[src/rtl/rpd_pkg.sv]
// Purpose: shared constants and types for the panel input and dimmer block
// Assumes: 250 MHz system clock, pixel clock sampled as an ordinary input
// Notes:   one place for the shared offsets, counts and pin reset levels
package rpd_pkg;
  localparam int COLOR_BITS       = 6;
  localparam int PIXEL_BITS       = 3 * COLOR_BITS;
  localparam int RED_LSB          = 2 * COLOR_BITS;
  localparam int GREEN_LSB        = COLOR_BITS;
  localparam int BLUE_LSB         = 0;
  localparam int DEFAULT_H_START  = 104;
  localparam int V_START_LINE     = 34;
  localparam int H_COUNT_BITS     = 11;
  localparam int V_COUNT_BITS     = 10;
  localparam int SYNC_STAGES      = 3;
  localparam int SYS_CLK_MHZ      = 250;
  localparam int FAULT_FILTER_NS  = 40;
  localparam int FAULT_FILTER_CYC =
    ((FAULT_FILTER_NS * SYS_CLK_MHZ + 999) / 1000 < 1) ? 1 :
    (FAULT_FILTER_NS * SYS_CLK_MHZ + 999) / 1000;
  localparam logic [PIXEL_BITS-1:0] PIXEL_RESET = 18'h0_0000;
  // synchronised pins, msb first: pixel clock, hsync, vsync, strobe, led open, rgb,
  // dimmer, h select, v select, strap a, strap high, strap b
  localparam int SYNC_PINS = 11 + PIXEL_BITS;
  // idle level of each pin after reset, so no false edge or strap error follows reset
  localparam logic [SYNC_PINS-1:0] PIN_IDLE = 29'h0C00_000A;

  typedef enum logic [1:0] {
    RPD_H_BLANK,
    RPD_H_ACTIVE,
    RPD_H_DONE
  } rpd_hstate_type;
endpackage : rpd_pkg

[src/rtl/rpd_buf_if.sv]
// Purpose: valid/ready carrier between the sampler and the two-entry buffer
// Assumes: single clock domain
// Notes:   source drives data and valid, sink drives ready
`timescale 1ns/1ps
interface rpd_buf_if #(parameter int WIDTH = 32);
  logic [WIDTH-1:0] data;
  logic             valid;
  logic             ready;
  modport source (output data, output valid, input ready);
  modport sink   (input data, input valid, output ready);
endinterface : rpd_buf_if

[src/rtl/rpd_skid_buf.sv]
// Purpose: two-entry buffer, registered output
// Assumes: rst_n synchronous, active low
// Notes:   in_ready falls only when both entries hold a word
`timescale 1ns/1ps
module rpd_skid_buf #(
  parameter int WIDTH = 32
) (
  input  wire logic             clk,
  input  wire logic             rst_n,
  rpd_buf_if.sink               in_side,
  output logic [WIDTH-1:0]      out_data,
  output logic                  out_valid,
  input  wire logic             out_ready
);
  logic [WIDTH-1:0] spare;
  logic             spare_full;
  wire              take = in_side.valid && in_side.ready;
  wire              give = out_valid && out_ready;

  initial begin
    if (WIDTH < 1) $error("width must be positive");
  end

  assign in_side.ready = !spare_full;

  always_ff @(posedge clk) begin
    if (!rst_n) begin
      out_valid  <= 1'b0;
      spare_full <= 1'b0;
      out_data   <= '0;
      spare      <= '0;
    end else begin
      if (!out_valid || give) begin
        out_valid  <= spare_full || take;
        out_data   <= spare_full ? spare : in_side.data;
        spare_full <= spare_full && take;
        if (spare_full && take) spare <= in_side.data;
      end else if (take) begin
        spare_full <= 1'b1;
        spare      <= in_side.data;
      end
    end
  end
endmodule : rpd_skid_buf

[src/rtl/rpd_panel_input.sv]
// Purpose: pixel input sampler, display placement and backlight dimmer
// Assumes: all pins asynchronous to clk; pixel clock well below clk/4
// Notes:   sample taken on the sampled rising pixel clock edge
//
// Summary of operation
// - every colour bit is captured on a rising edge of the received pixel clock.
// - pixel data is 18 parallel bits per clock, six each for red, green and blue.
// - the visible line starts at the rising edge of the data-enable strobe.
// - with the strobe held low the line is placed by a built-in default start.
// - that default start is clock 104 after horizontal sync.
// - vertical display begins at the 34th line of the frame, always.
// - horizontal select low scans left to right, high scans mirrored.
// - vertical select high scans top to bottom, low scans flipped.
// - the backlight is lit while the dimming input is high, dark while low.
// - the fault output is high normally and low on an open LED string.
`timescale 1ns/1ps
module rpd_panel_input
  import rpd_pkg::*;
#(
  parameter int H_ACTIVE = 640,
  parameter int V_ACTIVE = 480
) (
  // system
  input  wire logic                    clk,
  input  wire logic                    rst_n,
  // video link
  input  wire logic                    pixel_sample_clock,
  input  wire logic                    hsync_n,
  input  wire logic                    vsync_n,
  input  wire logic                    active_pixel_strobe,
  input  wire logic [COLOR_BITS-1:0]   red_intensity_bits,
  input  wire logic [COLOR_BITS-1:0]   green_intensity_bits,
  input  wire logic [COLOR_BITS-1:0]   blue_intensity_bits,
  // static selects and ties
  input  wire logic                    h_reverse,
  input  wire logic                    v_normal,
  input  wire logic                    factory_tie_low_a,
  input  wire logic                    factory_tie_high,
  input  wire logic                    factory_tie_low_b,
  // pixel stream out
  output logic [PIXEL_BITS-1:0]        pixel_data,
  output logic [H_COUNT_BITS-1:0]      pixel_column,
  output logic [V_COUNT_BITS-1:0]      pixel_row,
  output logic                         pixel_valid,
  input  wire logic                    pixel_ready,
  output logic                         tie_error,
  // backlight
  input  wire logic                    dimmer_pwm,
  input  wire logic                    led_string_open,
  output logic                         backlight_on,
  output logic                         backlight_open_fault
);
  localparam int WORD = PIXEL_BITS + H_COUNT_BITS + V_COUNT_BITS;

  initial begin
    if (H_ACTIVE < 1 || H_ACTIVE >= 2**H_COUNT_BITS - DEFAULT_H_START)
      $error("H_ACTIVE out of range");
    if (V_ACTIVE < 1 || V_ACTIVE >= 2**V_COUNT_BITS - V_START_LINE)
      $error("V_ACTIVE out of range");
  end

  // ********************************************************
  // pin synchronisers
  // ********************************************************
  localparam int NPIN = SYNC_PINS;
  // static selects and straps are pins too, so they pass the same chain
  wire  [NPIN-1:0] pin_raw = {pixel_sample_clock, hsync_n, vsync_n, active_pixel_strobe,
                              led_string_open, red_intensity_bits, green_intensity_bits,
                              blue_intensity_bits, dimmer_pwm, h_reverse, v_normal,
                              factory_tie_low_a, factory_tie_high, factory_tie_low_b};
  logic [NPIN-1:0] s1, s2, s3, stable;

  genvar gi;
  generate
    for (gi = 0; gi < NPIN; gi++) begin : g_sync
      // a change counts only once stages two and three agree
      always_ff @(posedge clk) begin
        if (!rst_n) begin
          s1[gi]     <= PIN_IDLE[gi];
          s2[gi]     <= PIN_IDLE[gi];
          s3[gi]     <= PIN_IDLE[gi];
          stable[gi] <= PIN_IDLE[gi];
        end else begin
          s1[gi] <= pin_raw[gi];
          s2[gi] <= s1[gi];
          s3[gi] <= s2[gi];
          if (s2[gi] == s3[gi]) stable[gi] <= s3[gi];
        end
      end
    end
  endgenerate

  wire                  pck     = stable[NPIN-1];
  wire                  hs_n    = stable[NPIN-2];
  wire                  vs_n    = stable[NPIN-3];
  wire                  de      = stable[NPIN-4];
  wire                  led_opn = stable[NPIN-5];
  wire [PIXEL_BITS-1:0] rgb     = stable[PIXEL_BITS+5:6];
  wire                  pwm     = stable[5];
  wire                  hrev    = stable[4];
  wire                  vnorm   = stable[3];
  wire                  strap_a = stable[2];
  wire                  strap_h = stable[1];
  wire                  strap_b = stable[0];

  // ********************************************************
  // pixel clock edge and timing counters
  // ********************************************************
  logic                    pck_d, hs_d, vs_d, de_d;
  logic [H_COUNT_BITS-1:0] hcnt, col;
  logic [V_COUNT_BITS-1:0] vcnt;
  rpd_hstate_type          hstate;
  logic                    de_used;

  wire pck_rise   = pck && !pck_d;
  wire hs_start   = !hs_n && hs_d;
  wire vs_start   = !vs_n && vs_d;
  wire de_rise    = de && !de_d;
  // once the strobe has been seen high in the frame, its rising edge replaces the built-in start
  wire dflt_start = !de_used && hcnt == H_COUNT_BITS'(DEFAULT_H_START - 1);
  wire line_start = de_used ? de_rise : dflt_start;
  wire v_visible  = vcnt >= V_COUNT_BITS'(V_START_LINE) &&
                    vcnt <  V_COUNT_BITS'(V_START_LINE + V_ACTIVE);
  wire [V_COUNT_BITS-1:0] row_raw = vcnt - V_COUNT_BITS'(V_START_LINE);
  wire [V_COUNT_BITS-1:0] row_out = vnorm ? row_raw
                                    : V_COUNT_BITS'(V_ACTIVE - 1) - row_raw;
  wire take_pixel = pck_rise && v_visible &&
                    (hstate == RPD_H_ACTIVE || (hstate == RPD_H_BLANK && line_start));
  wire [H_COUNT_BITS-1:0] col_now = (hstate == RPD_H_BLANK) ? '0 : col;
  wire [H_COUNT_BITS-1:0] col_sel = hrev ? H_COUNT_BITS'(H_ACTIVE - 1) - col_now
                                    : col_now;

  always_ff @(posedge clk) begin
    if (!rst_n) begin
      pck_d <= 1'b0;
      hs_d  <= 1'b1;
      vs_d  <= 1'b1;
      de_d  <= 1'b0;
    end else if (pck_rise) begin
      hs_d <= hs_n;
      vs_d <= vs_n;
      de_d <= de;
      pck_d <= pck;
    end else begin
      pck_d <= pck;
    end
  end

  always_ff @(posedge clk) begin
    if (!rst_n) begin
      hcnt    <= '0;
      vcnt    <= '0;
      col     <= '0;
      hstate  <= RPD_H_BLANK;
      de_used <= 1'b0;
    end else if (pck_rise) begin
      hcnt <= hs_start ? '0 : hcnt + 1'b1;
      if (vs_start) vcnt <= '0;
      else if (hs_start) vcnt <= vcnt + 1'b1;
      if (de) de_used <= 1'b1;
      if (vs_start) de_used <= de;
      case (hstate)
        RPD_H_BLANK: begin
          if (line_start) begin
            hstate <= RPD_H_ACTIVE;
            col    <= H_COUNT_BITS'(1);
          end
        end
        RPD_H_ACTIVE: begin
          if (col == H_COUNT_BITS'(H_ACTIVE - 1)) hstate <= RPD_H_DONE;
          col <= col + 1'b1;
        end
        RPD_H_DONE: begin
          if (hs_start) hstate <= RPD_H_BLANK;
        end
        default: hstate <= RPD_H_BLANK;
      endcase
      if (hs_start) hstate <= RPD_H_BLANK;
    end
  end

  // ********************************************************
  // two-entry buffer toward the consumer
  // ********************************************************
  rpd_buf_if #(.WIDTH(WORD)) buf_in ();
  logic [WORD-1:0] buf_out;
  logic            buf_valid;

  // red high, blue low; bit 0 of each group is its lsb
  assign buf_in.data  = {rgb[RED_LSB +: COLOR_BITS], rgb[GREEN_LSB +: COLOR_BITS],
                         rgb[BLUE_LSB +: COLOR_BITS], col_sel, row_out};
  assign buf_in.valid = take_pixel;

  rpd_skid_buf #(.WIDTH(WORD)) u_buf (
    .clk       (clk),
    .rst_n     (rst_n),
    .in_side   (buf_in),
    .out_data  (buf_out),
    .out_valid (buf_valid),
    .out_ready (pixel_ready)
  );

  assign pixel_data   = buf_out[WORD-1 -: PIXEL_BITS];
  assign pixel_column = buf_out[V_COUNT_BITS +: H_COUNT_BITS];
  assign pixel_row    = buf_out[V_COUNT_BITS-1:0];
  assign pixel_valid  = buf_valid;

  // ********************************************************
  // backlight and fault
  // ********************************************************
  localparam int OPEN_W = $clog2(FAULT_FILTER_CYC + 1);
  logic [OPEN_W-1:0] open_cnt;
  wire open_full = open_cnt == OPEN_W'(FAULT_FILTER_CYC);

  always_ff @(posedge clk) begin
    if (!rst_n) begin
      backlight_on         <= 1'b0;
      backlight_open_fault <= 1'b1;
      open_cnt             <= '0;
      tie_error            <= 1'b0;
    end else begin
      backlight_on <= pwm;
      if (!led_opn) open_cnt <= '0;
      else if (!open_full) open_cnt <= open_cnt + 1'b1;
      backlight_open_fault <= !open_full;
      // static straps are flagged, not acted on
      tie_error <= strap_a || !strap_h || strap_b;
    end
  end
endmodule : rpd_panel_input

[config.mk]
export PLATFORM = sky130hd
export DESIGN_NAME = rpd_panel_input
export DESIGN_NICKNAME = d
export VERILOG_FILES = /design/src/rtl/rpd_pkg.sv /design/src/rtl/rpd_buf_if.sv /design/src/rtl/rpd_skid_buf.sv /design/src/rtl/rpd_panel_input.sv
export SDC_FILE = /design/constraint.sdc
export NUM_CORES = 1
export LEC_CHECK = 0
export BUFFER_PORTS_ARGS = -buffer_cell sky130_fd_sc_hd__buf_2
export CAP_MARGIN = 25
export CORE_AREA = 2 2 122 124
export CTS_BUF_LIST = sky130_fd_sc_hd__clkbuf_2
export CTS_CLUSTER_DIAMETER = 50
export DETAILED_ROUTE_END_ITERATION = 7
export DIE_AREA = 0 0 124 126
export PLACE_DENSITY = 0.92
export SYNTH_ARGS = -nofsm -noshare
export SYNTH_HDL_FRONTEND = slang
export SYNTH_SLANG_ARGS = --single-unit
[constraint.sdc]
create_clock -name clk -period 7.44 [get_ports clk]
set_input_delay 0.744 -clock clk [delete_from_list [all_inputs] [get_ports clk]]
set_output_delay 0.744 -clock clk [all_outputs]
set_load 0.02 [all_outputs]
==> results of run 1 <==
-- cells in the final DEF (no fill, tap or decap), drive strengths merged, types with 6 or more instances in the layout --
cell    netlist  final
nor3         20     20
xor2         19     19
mux2i        20     20
nand4         8      8
a21oi       102    102
nor2b         7      7
ha           10     10
nand3        33     33
or3           8      8
inv           7      7
clkinv        1     21
nand2        91     91
dfxtp       242    242
clkbuf       53     80
xnor2        24     24
o21ai        82     82
o211ai        9      9
and2         79     79
or4           6      6
a211oi       34     34
nand2b       24     24
buf          16     84
nor2         68     68
-- metrics by stage --
step           setup slack, ps  instance area [sq um]
2_1_floorplan             4707                   9295
3_3_place_gp              3998                   9666
3_5_place_dp              3950                   9671
4_1_cts                   4497                  10150
5_1_grt                   4297                  10160
6_report                  4491                  10160
-- routing by layer --
layer,GRT usage,vias to the layer above
met5,0,-
met4,0.1124,0
met3,0.05797,37
met2,0.3940,242
met1,0.3132,3447
li1,-,3685
-- power breakdown --
| group | total [mW] | internal (mW) | switching [mW] | leakage, nW |
|---|---|---|---|---|
| clock | 0.786 | 0.290 | 0.495 | 0.371 |
| sequential | 1.33 | 1.32 | 0.0101 | 1.97 |
| combinational | 0.0514 | 0.0201 | 0.0313 | 1.53 |
-- synthesized netlist by cell type, drive strengths merged, types with 3 or more instances --
| cell type | number | area [sq um] |
|---|---|---|
| nand2 | 91 | 341.6 |
| nand4 | 8 | 50.05 |
| o211a | 3 | 30.03 |
| dfxtp | 242 | 4845 |
| o211ai | 9 | 67.56 |
| and2 | 79 | 494.2 |
| buf | 16 | 102.6 |
| a2111oi | 4 | 53.81 |
| or3 | 8 | 50.05 |
| nor3 | 20 | 105.1 |
| nand3 | 33 | 165.2 |
| xor2 | 19 | 166.4 |
| ha | 10 | 125.1 |
| nor2b | 7 | 43.79 |
| a211oi | 34 | 255.2 |
| nor4 | 4 | 46.29 |
| o31ai | 4 | 30.03 |
| and3 | 4 | 25.02 |
| xnor2 | 24 | 210.2 |
| clkbuf | 53 | 200.2 |
| nor2 | 68 | 257.8 |
| inv | 7 | 26.28 |
| or4 | 6 | 48.80 |
| a21oi | 102 | 514.2 |
| nand2b | 24 | 150.1 |
| mux2i | 20 | 200.2 |
| o21ai | 82 | 410.4 |
-- worst reg2reg max path: cells and delay by family (launching register included) --
kind                       cells  cell delay, ps
buffers and inverters          1             150
AOI/OAI and AO/OA              2             250
adders and majority gates      2             460
and+or+nand+nor                4            1300
xor gates and xnor gates       1             270
DFF                            1             430
-- worst max-delay path by stage --
stage	slack, ps	cells after the start	endpoint	start
finish	4490	10	u_buf.spare[9]	vcnt[2]
global route	4300	10	u_buf.spare[9]	vcnt[2]
CTS	4500	10	u_buf.spare[9]	vcnt[2]
detailed placement	3950	5	u_buf.out_data[8]	rst_n
global placement	4000	5	u_buf.out_data[8]	rst_n
floorplan	4710	12	u_buf.spare[9]	vcnt[2]
-- final cells by class --
class / instances / area (sq um)
flip-flops and latches: 242 / 4846
fillers: 1050 / 4158
multi-input cells: 694 / 4120
repair buffers: 84 / 442.9
clock buffers: 80 / 400.4
well taps: 184 / 230.2
clock inverters: 20 / 82.58
inverters: 8 / 31.28
diodes: 1 / 2.502
-- registers in the layout, indices dropped and copies added (netlist names), 2 cells and up --
name	count
u_buf.out_data	39
col	11
hstate	2
vcnt	10
s1	29
buf_in.data	18
hcnt	11
s3	29
open_cnt	4
u_buf.spare	39
s2	29
-- kinds of logic after synthesis --
family                   count (synthesis)  synth area share
adder cells (fa/ha/maj)                 10           0.01346
flip-flops                             242            0.5212
XOR/XNOR                                44           0.04294
AO/OA/AOI/OAI                          254            0.1613
AND/OR/NAND/NOR                        366            0.2038
buffers and inverters                   77           0.03580
multiplexers                            20           0.02154
==> impl_metrics.toml, run 1 <==
[floorplanning]
initial_utilization = 0.6494
coreArea_sq_mm = 0.01431
dieArea_sq_mm = 0.01562
die-height_um = 126
pin_count = 75
placement_rows = 44
floorplan.die.width_um = 124

[final_layout]
layout.nets = 1128
share_of_the_core_filled_with_cells = 0.7095
syn_to_final_growth_pct = 9.261
final_cells = 1313
post_route_cells_drive_above_1_share = 0.1605

[detailed_routing]
avgViaCountPerCell = 5.644
detail_route.wirelength_mm = 18.91
route.detailed.wl_per_inst_um = 14.40
detailedRoute.firstIterationViolations = 700
wl_met1_mm = 8.350
first_pass_iters = 7
antenna_left = 0
drcViolationCount = 0
met2WireLength_mm = 9.069
top_layer = "met4"
vias = 7411
met3_layer_wire_length_in_the_routed_design_mm = 1.098

[critical_path]
reg2reg_capture_point = "u_buf.spare[9]"
cp_common_cell = "sky130_fd_sc_hd__ha_1"
family_with_the_most_delay_on_the_worst_path = "simple AND/OR/NAND/NOR gates"
crit_path_max_fanout = 11
timing.setup.critical_path_class = "flop to flop"
r2r_slack_ps = 4490
rr_startpoint = "vcnt[2]"
critical_path.cell_chain = "inv_1 -> ha_1 -> or3b_1 -> xor2_1 -> ha_1 -> nor3b_1 -> and3_1 -> o22ai_1 -> or4b_1 -> a31oi_1"
slowest_stage = "sky130_fd_sc_hd__or4b_1"
worst-endpoint-required_ps = 8160
cp-end-kind = "flop"
cp_num_buf_inv = 1
r2r.worst_path.cells = 10
setup.worst_path.start_class = "flop"
cp.arrival_ps = 3670
critPathMaxStageDelay_ps = 470

[synth]
synth_seq_cells = 242
synth-edff-count = 0
yosysWarningCount = 0
number_of_cells_produced_by_synthesis = 1013
synthesis.nets = 1055
seq_area_frac_synth = 0.5212
ys_dominant_reg_cell = "sky130_fd_sc_hd__dfxtp_1"
synth.cell_area_sq_mm = 0.009295
synthArstFlopShare = 0
synth_cell_types = 64
syn_area_per_cell_sq_um = 9.176

[global_routing]
grt_first_pass_wirelength_mm = 31.44
grt_max_degree = 65
antenna_violations_before_repair = 1
first_global_vias = 7105
gr_ovfl_total = 0
grt.total_usage = 0.2456

[sta]
rsz0062_at_grt = "false"
slew_headroom = 0.3211
post-route-min-period_ps = 2949
count_of_endpoints_failing_hold_in_the_final_timing_report = 0
fmax_mhz = 339.1
final_max_slew_viol_count = 0
fin_worst_hold_slack_ps = 121.6
max_slew.worst_pin.slew_ps = 1008
timing.setup.tns_ps = 0
finalCritPeriodShare = 0.3964
worst_clock_skew_ps = 55.31
setup_viol = 0

[worst_hold_path]
hold_path_class = "input pin to flop"
hold_path.startpoint = "blue_intensity_bits[4]"
worstHoldPathCells = 2
whs_endpoint = "s1[10]"

[clocking]
tritoncts.num_buffers = 56
postCtsSetupRepairBufs = 0
cts-hold-fix-buffers = 0
cts_root_buf = "sky130_fd_sc_hd__clkbuf_2"
htree_levels = 2
clk-insertion-delay-late_ps = 830
tritoncts_clock_tree = "yes"
clk_pin_slew_worst_paths_ps = 100
cts-resized-gates = 0
cts.sink_count = 242
max-clock-path-buffers = 3

[pwr]
total_leakage_power_nw = 3.872
total_power_mw = 2.164
power-per-cell-area_mw_per_mm2 = 213.1
worst_supply_voltage_drop_on_vdd_mv = 0.1652

[placement]
finalWeightedCongestion = 0.9073
port_buffers = 74
placed_cells = 1212
dp_hpwl_mm = 11.68

[run_status]
outcome = "complete, no violations"

[job]
cap_violations = 0
No activity file was read; power rests on OpenSTA's default activity.
==> run 2, diff against run 1 <==
--- a/config.mk
+++ b/config.mk
@@ -7,12 +7,12 @@
 export LEC_CHECK = 0
 export BUFFER_PORTS_ARGS = -buffer_cell sky130_fd_sc_hd__buf_2
 export CAP_MARGIN = 25
-export CORE_AREA = 2 2 122 124
+export CORE_AREA = 2 2 126 128
 export CTS_BUF_LIST = sky130_fd_sc_hd__clkbuf_2
 export CTS_CLUSTER_DIAMETER = 50
 export DETAILED_ROUTE_END_ITERATION = 7
-export DIE_AREA = 0 0 124 126
-export PLACE_DENSITY = 0.92
+export DIE_AREA = 0 0 128 130
+export PLACE_DENSITY = 0.87
 export SYNTH_ARGS = -nofsm -noshare
 export SYNTH_HDL_FRONTEND = slang
 export SYNTH_SLANG_ARGS = --single-unit
==> constraint.sdc (replaced) <==
create_clock -name clk -period 2.9 [get_ports clk]
set_input_delay 0.29 -clock clk [delete_from_list [all_inputs] [get_ports clk]]
set_output_delay 0.29 -clock clk [all_outputs]
set_load 0.02 [all_outputs]
==> run 2 against run 1 <==
Net effect:
- the flow now finishes with violations (design-rule violations)
- sequential share of layout area is 2.3 points lower
- clock power grew to 2.6 times the previous value
- setup slack worse by 4300 ps
- sequential cell count unchanged
- non-clock buffer count is 50 higher
- total power rose to 2.6 times the previous value
- hold slack improved by 71 ps
- core utilization is 1.8 points lower
- count of clock-buffer cells in the layout up 6
- final cell count grew 4.2%
- combinational power rose to 3.5 times the previous value
- register-to-register slack got worse by 4300 ps
- largest power group unchanged
==> impl_metrics.toml, run 2 (synthesized netlist as in run 1, its figures left out) <==
[final_layout]
multi_input_comb_area_sq_mm = 0.004140
final_cell_area_sq_mm = 0.01067
layout.cells.most_common = "sky130_fd_sc_hd__dfxtp_1"
area.sequential_sq_mm = 0.004846
share_of_the_core_filled_with_cells = 0.6914
final_cells = 1368
filler_cell_count = 1197
post_route_cells_drive_above_1_share = 0.1719
syn_to_final_growth_pct = 14.74
biggestRegsByFlops = "u_buf.out_data (39), u_buf.spare (39)"
layout.nets = 1179
mostFrequentLayoutCells = "sky130_fd_sc_hd__dfxtp_1, sky130_fd_sc_hd__a21oi_1, sky130_fd_sc_hd__nand2_1, sky130_fd_sc_hd__clkbuf_2, sky130_fd_sc_hd__o21ai_0"

[pwr]
power-per-cell-area_mw_per_mm2 = 525.7
worst_supply_voltage_drop_on_vdd_mv = 0.4632
total_power_mw = 5.607
total_leakage_power_nw = 4.098

[clocking]
clk_pin_slew_worst_paths_ps = 110
htree_levels = 2
tritoncts.num_buffers = 57
cts.sink_count = 242
cts_root_buf = "sky130_fd_sc_hd__clkbuf_2"
tritoncts_clock_tree = "yes"
max-clock-path-buffers = 3
clk-insertion-delay-late_ps = 830

[sta]
timing.setup.tns_ps = 0
fin_worst_hold_slack_ps = 193.0
finalCritPeriodShare = 0.9252
final_max_slew_viol_count = 0
setup_viol = 0
worst_clock_skew_ps = 87.96
slew_headroom = 0.2903
max_slew.worst_pin.slew_ps = 1053
fin_ws_ps = 217.0
fmax_mhz = 372.7
rsz0062_at_grt = "false"
count_of_endpoints_failing_hold_in_the_final_timing_report = 0
post-route-min-period_ps = 2683

[critical_path]
cp_common_cell = "sky130_fd_sc_hd__ha_2"
slowest_stage = "sky130_fd_sc_hd__or4b_1"
cp-end-kind = "flop"
timing.setup.critical_path_class = "flop to flop"
setup.worst_path.start_class = "flop"
worst-endpoint-required_ps = 3640
cp.arrival_ps = 3420
critical_path.cell_chain = "inv_1 -> ha_2 -> or3b_4 -> xor2_2 -> ha_2 -> nor3b_2 -> and3_1 -> o22ai_1 -> or4b_1 -> a31oi_1"
crit_path_max_fanout = 5
critPathMaxStageDelay_ps = 470

[global_routing]
gr_ovfl_total = 0
grt_first_pass_wirelength_mm = 33.06
grt.total_usage = 0.2411
first_global_vias = 7410
grt_max_degree = 65
antenna_violations_before_repair = 0

[run_status]
failed_checks = "design-rule violations"
outcome = "finished, violations left"

[worst_hold_path]
hold_path_class = "input pin to flop"

[placement]
finalWeightedCongestion = 0.8994
dp_hpwl_mm = 12.38
port_buffers = 74
placed_cells = 1232
detailed_place.area_sq_mm = 0.009786
placement.setup.worst_slack_ps = 101.9

[detailed_routing]
drcViolationCount = 2
met2WireLength_mm = 9.667
detailedRoute.firstIterationViolations = 520
avgViaCountPerCell = 5.569
detail_route.wirelength_mm = 19.87
antenna_left = 0
first_pass_iters = 8
top_layer = "met4"
met3_layer_wire_length_in_the_routed_design_mm = 1.042
route.detailed.wl_per_inst_um = 14.53
vias = 7618
wl_met1_mm = 8.808

[floorplanning]
initial_utilization = 0.6026
pin_count = 75
dieArea_sq_mm = 0.01664
die-height_um = 130
floorplan.die.width_um = 128
coreArea_sq_mm = 0.01542
placement_rows = 46

[job]
cap_violations = 0
run 2: cell count changes in the layout (fill, tap and decap cells not counted), moves of 2 or more:
cell | before | now
sky130_fd_sc_hd__clkinv_2 | 3 | 1
sky130_fd_sc_hd__clkbuf_2 | 80 | 86
sky130_fd_sc_hd__dlygate4sd3_1 | 0 | 38
sky130_fd_sc_hd__clkinv_1 | 17 | 10
sky130_fd_sc_hd__buf_4 | 9 | 21
sky130_fd_sc_hd__ha_2 | 0 | 2
sky130_fd_sc_hd__ha_1 | 10 | 8
run 2: path summary, 6_finish.rpt:
path / cells after the start / from / end / slack (ps)
worst max-delay path: 10 / vcnt[2] / u_buf.spare[9] / 220
worst min-delay path: 3 / v_normal / s1[3] / 190
worst max register to register: 10 / vcnt[2] / u_buf.spare[9] / 220
worst min register to register: 1 / s1[27] / s2[27] / 420
run 2: layout make-up:
| type | count | area share |
|---|---|---|
| Sequential cell | 242 | 0.4544 |
| Multi-Input combinational cell | 694 | 0.3882 |
| Timing Repair Buffer | 134 | 0.08705 |
| Clock buffer | 86 | 0.04036 |
| Tap cell | 192 | 0.02252 |
| Clock inverter | 11 | 0.004341 |
| Inverter | 8 | 0.002933 |
| Antenna cell | 1 | 0.0002346 |
run 2: routing by layer:
layer | GRT usage | vias to the layer above
met5 | 0 | -
met1 | 0.2949 | 3587
met3 | 0.05945 | 30
met4 | 0.09373 | 0
li1 | - | 3786
met2 | 0.4137 | 215
run 2: worst max-delay path, delay by kind of cell, from the launching register on:
family	cells	cell delay, ps
XOR/XNOR	1	200
AND/OR/NAND/NOR	4	1260
buffers and inverters	1	90
flip-flops	1	330
adder cells (fa/ha/maj)	2	460
AO/OA/AOI/OAI	2	250
run 2: power breakdown:
| group | internal (mW) | leakage, nW | switching [mW] |
|---|---|---|---|
| registers | 3.38 | 1.97 | 0.0260 |
| clock network | 0.779 | 0.377 | 1.24 |
| logic | 0.0898 | 1.75 | 0.0902 |
| total | 4.25 | 4.10 | 1.36 |
run 2: what timing repair did:
action / 4_1_cts / 5_1_grt
hold buffers: 38 / 0
gates resized for setup: 0 / 5
endpoints found under the hold margin: 56 / 0
setup buffers: 0 / 0
setup endpoints to repair: 0 / 1
==> run 3, diff against run 2 <==
--- a/config.mk
+++ b/config.mk
@@ -7,12 +7,12 @@
 export LEC_CHECK = 0
 export BUFFER_PORTS_ARGS = -buffer_cell sky130_fd_sc_hd__buf_2
 export CAP_MARGIN = 25
-export CORE_AREA = 2 2 126 128
+export CORE_AREA = 2 2 132 134
 export CTS_BUF_LIST = sky130_fd_sc_hd__clkbuf_2
 export CTS_CLUSTER_DIAMETER = 50
 export DETAILED_ROUTE_END_ITERATION = 7
-export DIE_AREA = 0 0 128 130
-export PLACE_DENSITY = 0.87
+export DIE_AREA = 0 0 134 136
+export PLACE_DENSITY = 0.84
 export SYNTH_ARGS = -nofsm -noshare
 export SYNTH_HDL_FRONTEND = slang
 export SYNTH_SLANG_ARGS = --single-unit
==> constraint.sdc (replaced) <==
create_clock -name clk -period 2.25 [get_ports clk]
set_input_delay 0.225 -clock clk [delete_from_list [all_inputs] [get_ports clk]]
set_output_delay 0.225 -clock clk [all_outputs]
set_load 0.02 [all_outputs]
==> run 3 against run 2 <==
Net effect:
- the run ends with negative setup slack left
- final cell count up 5.5%
- register-to-register slack worse by 600 ps
- sequential power up 29%
- critical path depth shrank 2
- critical path type unchanged
- highest routed layer unchanged
==> impl_metrics.toml, run 3 (synthesized netlist as in run 1, its figures left out) <==
[critical_path]
cp-end-kind = "flop"
r2r.worst_path.cells = 8
worstSetupStartpoint = "vcnt[2]"
crit_path_max_fanout = 4
worst-endpoint-required_ps = 3000
timing.setup.critical_path_class = "flop to flop"
rr_startpoint = "vcnt[2]"
cp.arrival_ps = 3390
setup.worst_path.start_class = "flop"

[final_layout]
final_cell_area_sq_mm = 0.01171
mostFrequentLayoutCells = "sky130_fd_sc_hd__dfxtp_1, sky130_fd_sc_hd__nand2_1, sky130_fd_sc_hd__clkbuf_2, sky130_fd_sc_hd__and2_1, sky130_fd_sc_hd__a21oi_1"
biggestRegsByFlops = "u_buf.out_data (39), u_buf.spare (39)"
layout.cells.most_common = "sky130_fd_sc_hd__dfxtp_1"
post_route_cells_drive_above_1_share = 0.2629
layout.nets = 1221
syn_to_final_growth_pct = 25.98
filler_cell_count = 1183
share_of_the_core_filled_with_cells = 0.6939
final_cells = 1443

[placement]
detailed_place.area_sq_mm = 0.01004
finalWeightedCongestion = 0.8968
port_buffers = 74
dp_hpwl_mm = 12.46
placed_cells = 1284

[clocking]
cts_root_buf = "sky130_fd_sc_hd__clkbuf_2"
clk-insertion-delay-late_ps = 840
clk_pin_slew_worst_paths_ps = 110
tritoncts_clock_tree = "yes"
htree_levels = 2
tritoncts.num_buffers = 57
max-clock-path-buffers = 3
cts.sink_count = 242

[pwr]
worst_supply_voltage_drop_on_vdd_mv = 0.4819
total_power_mw = 7.295
power-per-cell-area_mw_per_mm2 = 623.0
total_leakage_power_nw = 4.421

[global_routing]
antenna_violations_before_repair = 0
gr_ovfl_total = 0
grt_max_degree = 69
first_global_vias = 7460
grt_first_pass_wirelength_mm = 33.82
grt.total_usage = 0.2241

[floorplanning]
dieArea_sq_mm = 0.01822
initial_utilization = 0.5508
die-height_um = 136
floorplan.die.width_um = 134
placement_rows = 48
coreArea_sq_mm = 0.01688
pin_count = 75

[sta]
slew_headroom = 0.5591
final_max_slew_viol_count = 0
count_of_endpoints_failing_hold_in_the_final_timing_report = 0
finalCritPeriodShare = 1.172
worst_clock_skew_ps = 76.56
fmax_mhz = 379.1
post-route-min-period_ps = 2638
rsz0062_at_grt = "true"
fin_ws_ps = -387.8
setup_viol = 39
timing.setup.tns_ps = -2875
max_slew.worst_pin.slew_ps = 661.4

[run_status]
outcome = "finished, violations left"
failed_checks = "negative setup slack"

[detailed_routing]
drcViolationCount = 0
detail_route.wirelength_mm = 24.32
detailedRoute.firstIterationViolations = 787
met2WireLength_mm = 11.63
wl_met1_mm = 9.746
route.detailed.wl_per_inst_um = 16.85
avgViaCountPerCell = 5.669
first_pass_iters = 8
vias = 8181
met3_layer_wire_length_in_the_routed_design_mm = 1.755
antenna_left = 0
top_layer = "met4"

[worst_hold_path]
hold_path_class = "input pin to flop"
hold_path.startpoint = "green_intensity_bits[0]"
worstHoldPathCells = 3

[job]
cap_violations = 0
run 3: changes by cell type in the layout (fill, tap and decap cells not counted), moves of 16 or more:
cell,previous run,this run
sky130_fd_sc_hd__nand3_1,33,13
sky130_fd_sc_hd__o21ai_0,81,61
sky130_fd_sc_hd__buf_4,21,39
sky130_fd_sc_hd__nand3_2,0,17
sky130_fd_sc_hd__a21oi_2,1,17
sky130_fd_sc_hd__a21oi_1,101,75
run 3: metrics by stage:
stage	worst slack, ps	hold WS [ps]
6_report	-387.8	147.5
5_1_grt	-457.3	115.9
4_1_cts	-195.2	67.87
3_5_place_dp	-204.0	396.0
3_3_place_gp	-139.8	389.5
2_1_floorplan	-310.9	326.5
run 3: routing by layer:
metal,global-route usage,vias up
met1,0.2733,3793
met2,0.3877,411
met5,0,-
met3,0.04623,120
li1,-,3857
met4,0.09161,0
run 3: power breakdown:
group | internal (mW) | total [mW] | switching (mW)
combinational | 0.119 | 0.239 | 0.120
sequential | 4.35 | 4.39 | 0.0358
clock | 1.01 | 2.67 | 1.66
run 3: final cells by class:
class                      instances  area, sq um  share of cell area
multi-input combinational        694         4591              0.3920
inverter                           8        33.78            0.002885
clock inverter                    10        42.54            0.003633
tap                              225        281.5             0.02404
antenna                            1        2.502           0.0002137
sequential                       242         4856              0.4147
timing repair buffer             176         1468              0.1253
clock buffer                      87        435.4             0.03718
run 3: worst max-delay path: stages (launching register included):
cell	delay (ps)
sky130_fd_sc_hd__dfxtp_4	380
sky130_fd_sc_hd__o41ai_2	460
sky130_fd_sc_hd__xnor2_1	340
sky130_fd_sc_hd__ha_4	240
sky130_fd_sc_hd__nor3b_2	170
sky130_fd_sc_hd__and3_4	210
sky130_fd_sc_hd__o22ai_2	70
sky130_fd_sc_hd__or4b_1	510
sky130_fd_sc_hd__a31oi_1	190
run 3: timing repair:
action	CTS	global route
hold buffers	43	0
buffers inserted	5	6
gates resized for setup	27	97
endpoints found under the hold margin	73	0
pin swaps	8	40
setup endpoints to repair	16	41
cloned	2	7
run 3: path summary, 6_finish.rpt:
check                                       to  slack, ps
worst min register to register          s2[26]        410
worst max-delay path            u_buf.spare[9]       -390
worst min-delay path                    s1[12]        150
worst max register to register  u_buf.spare[9]       -390
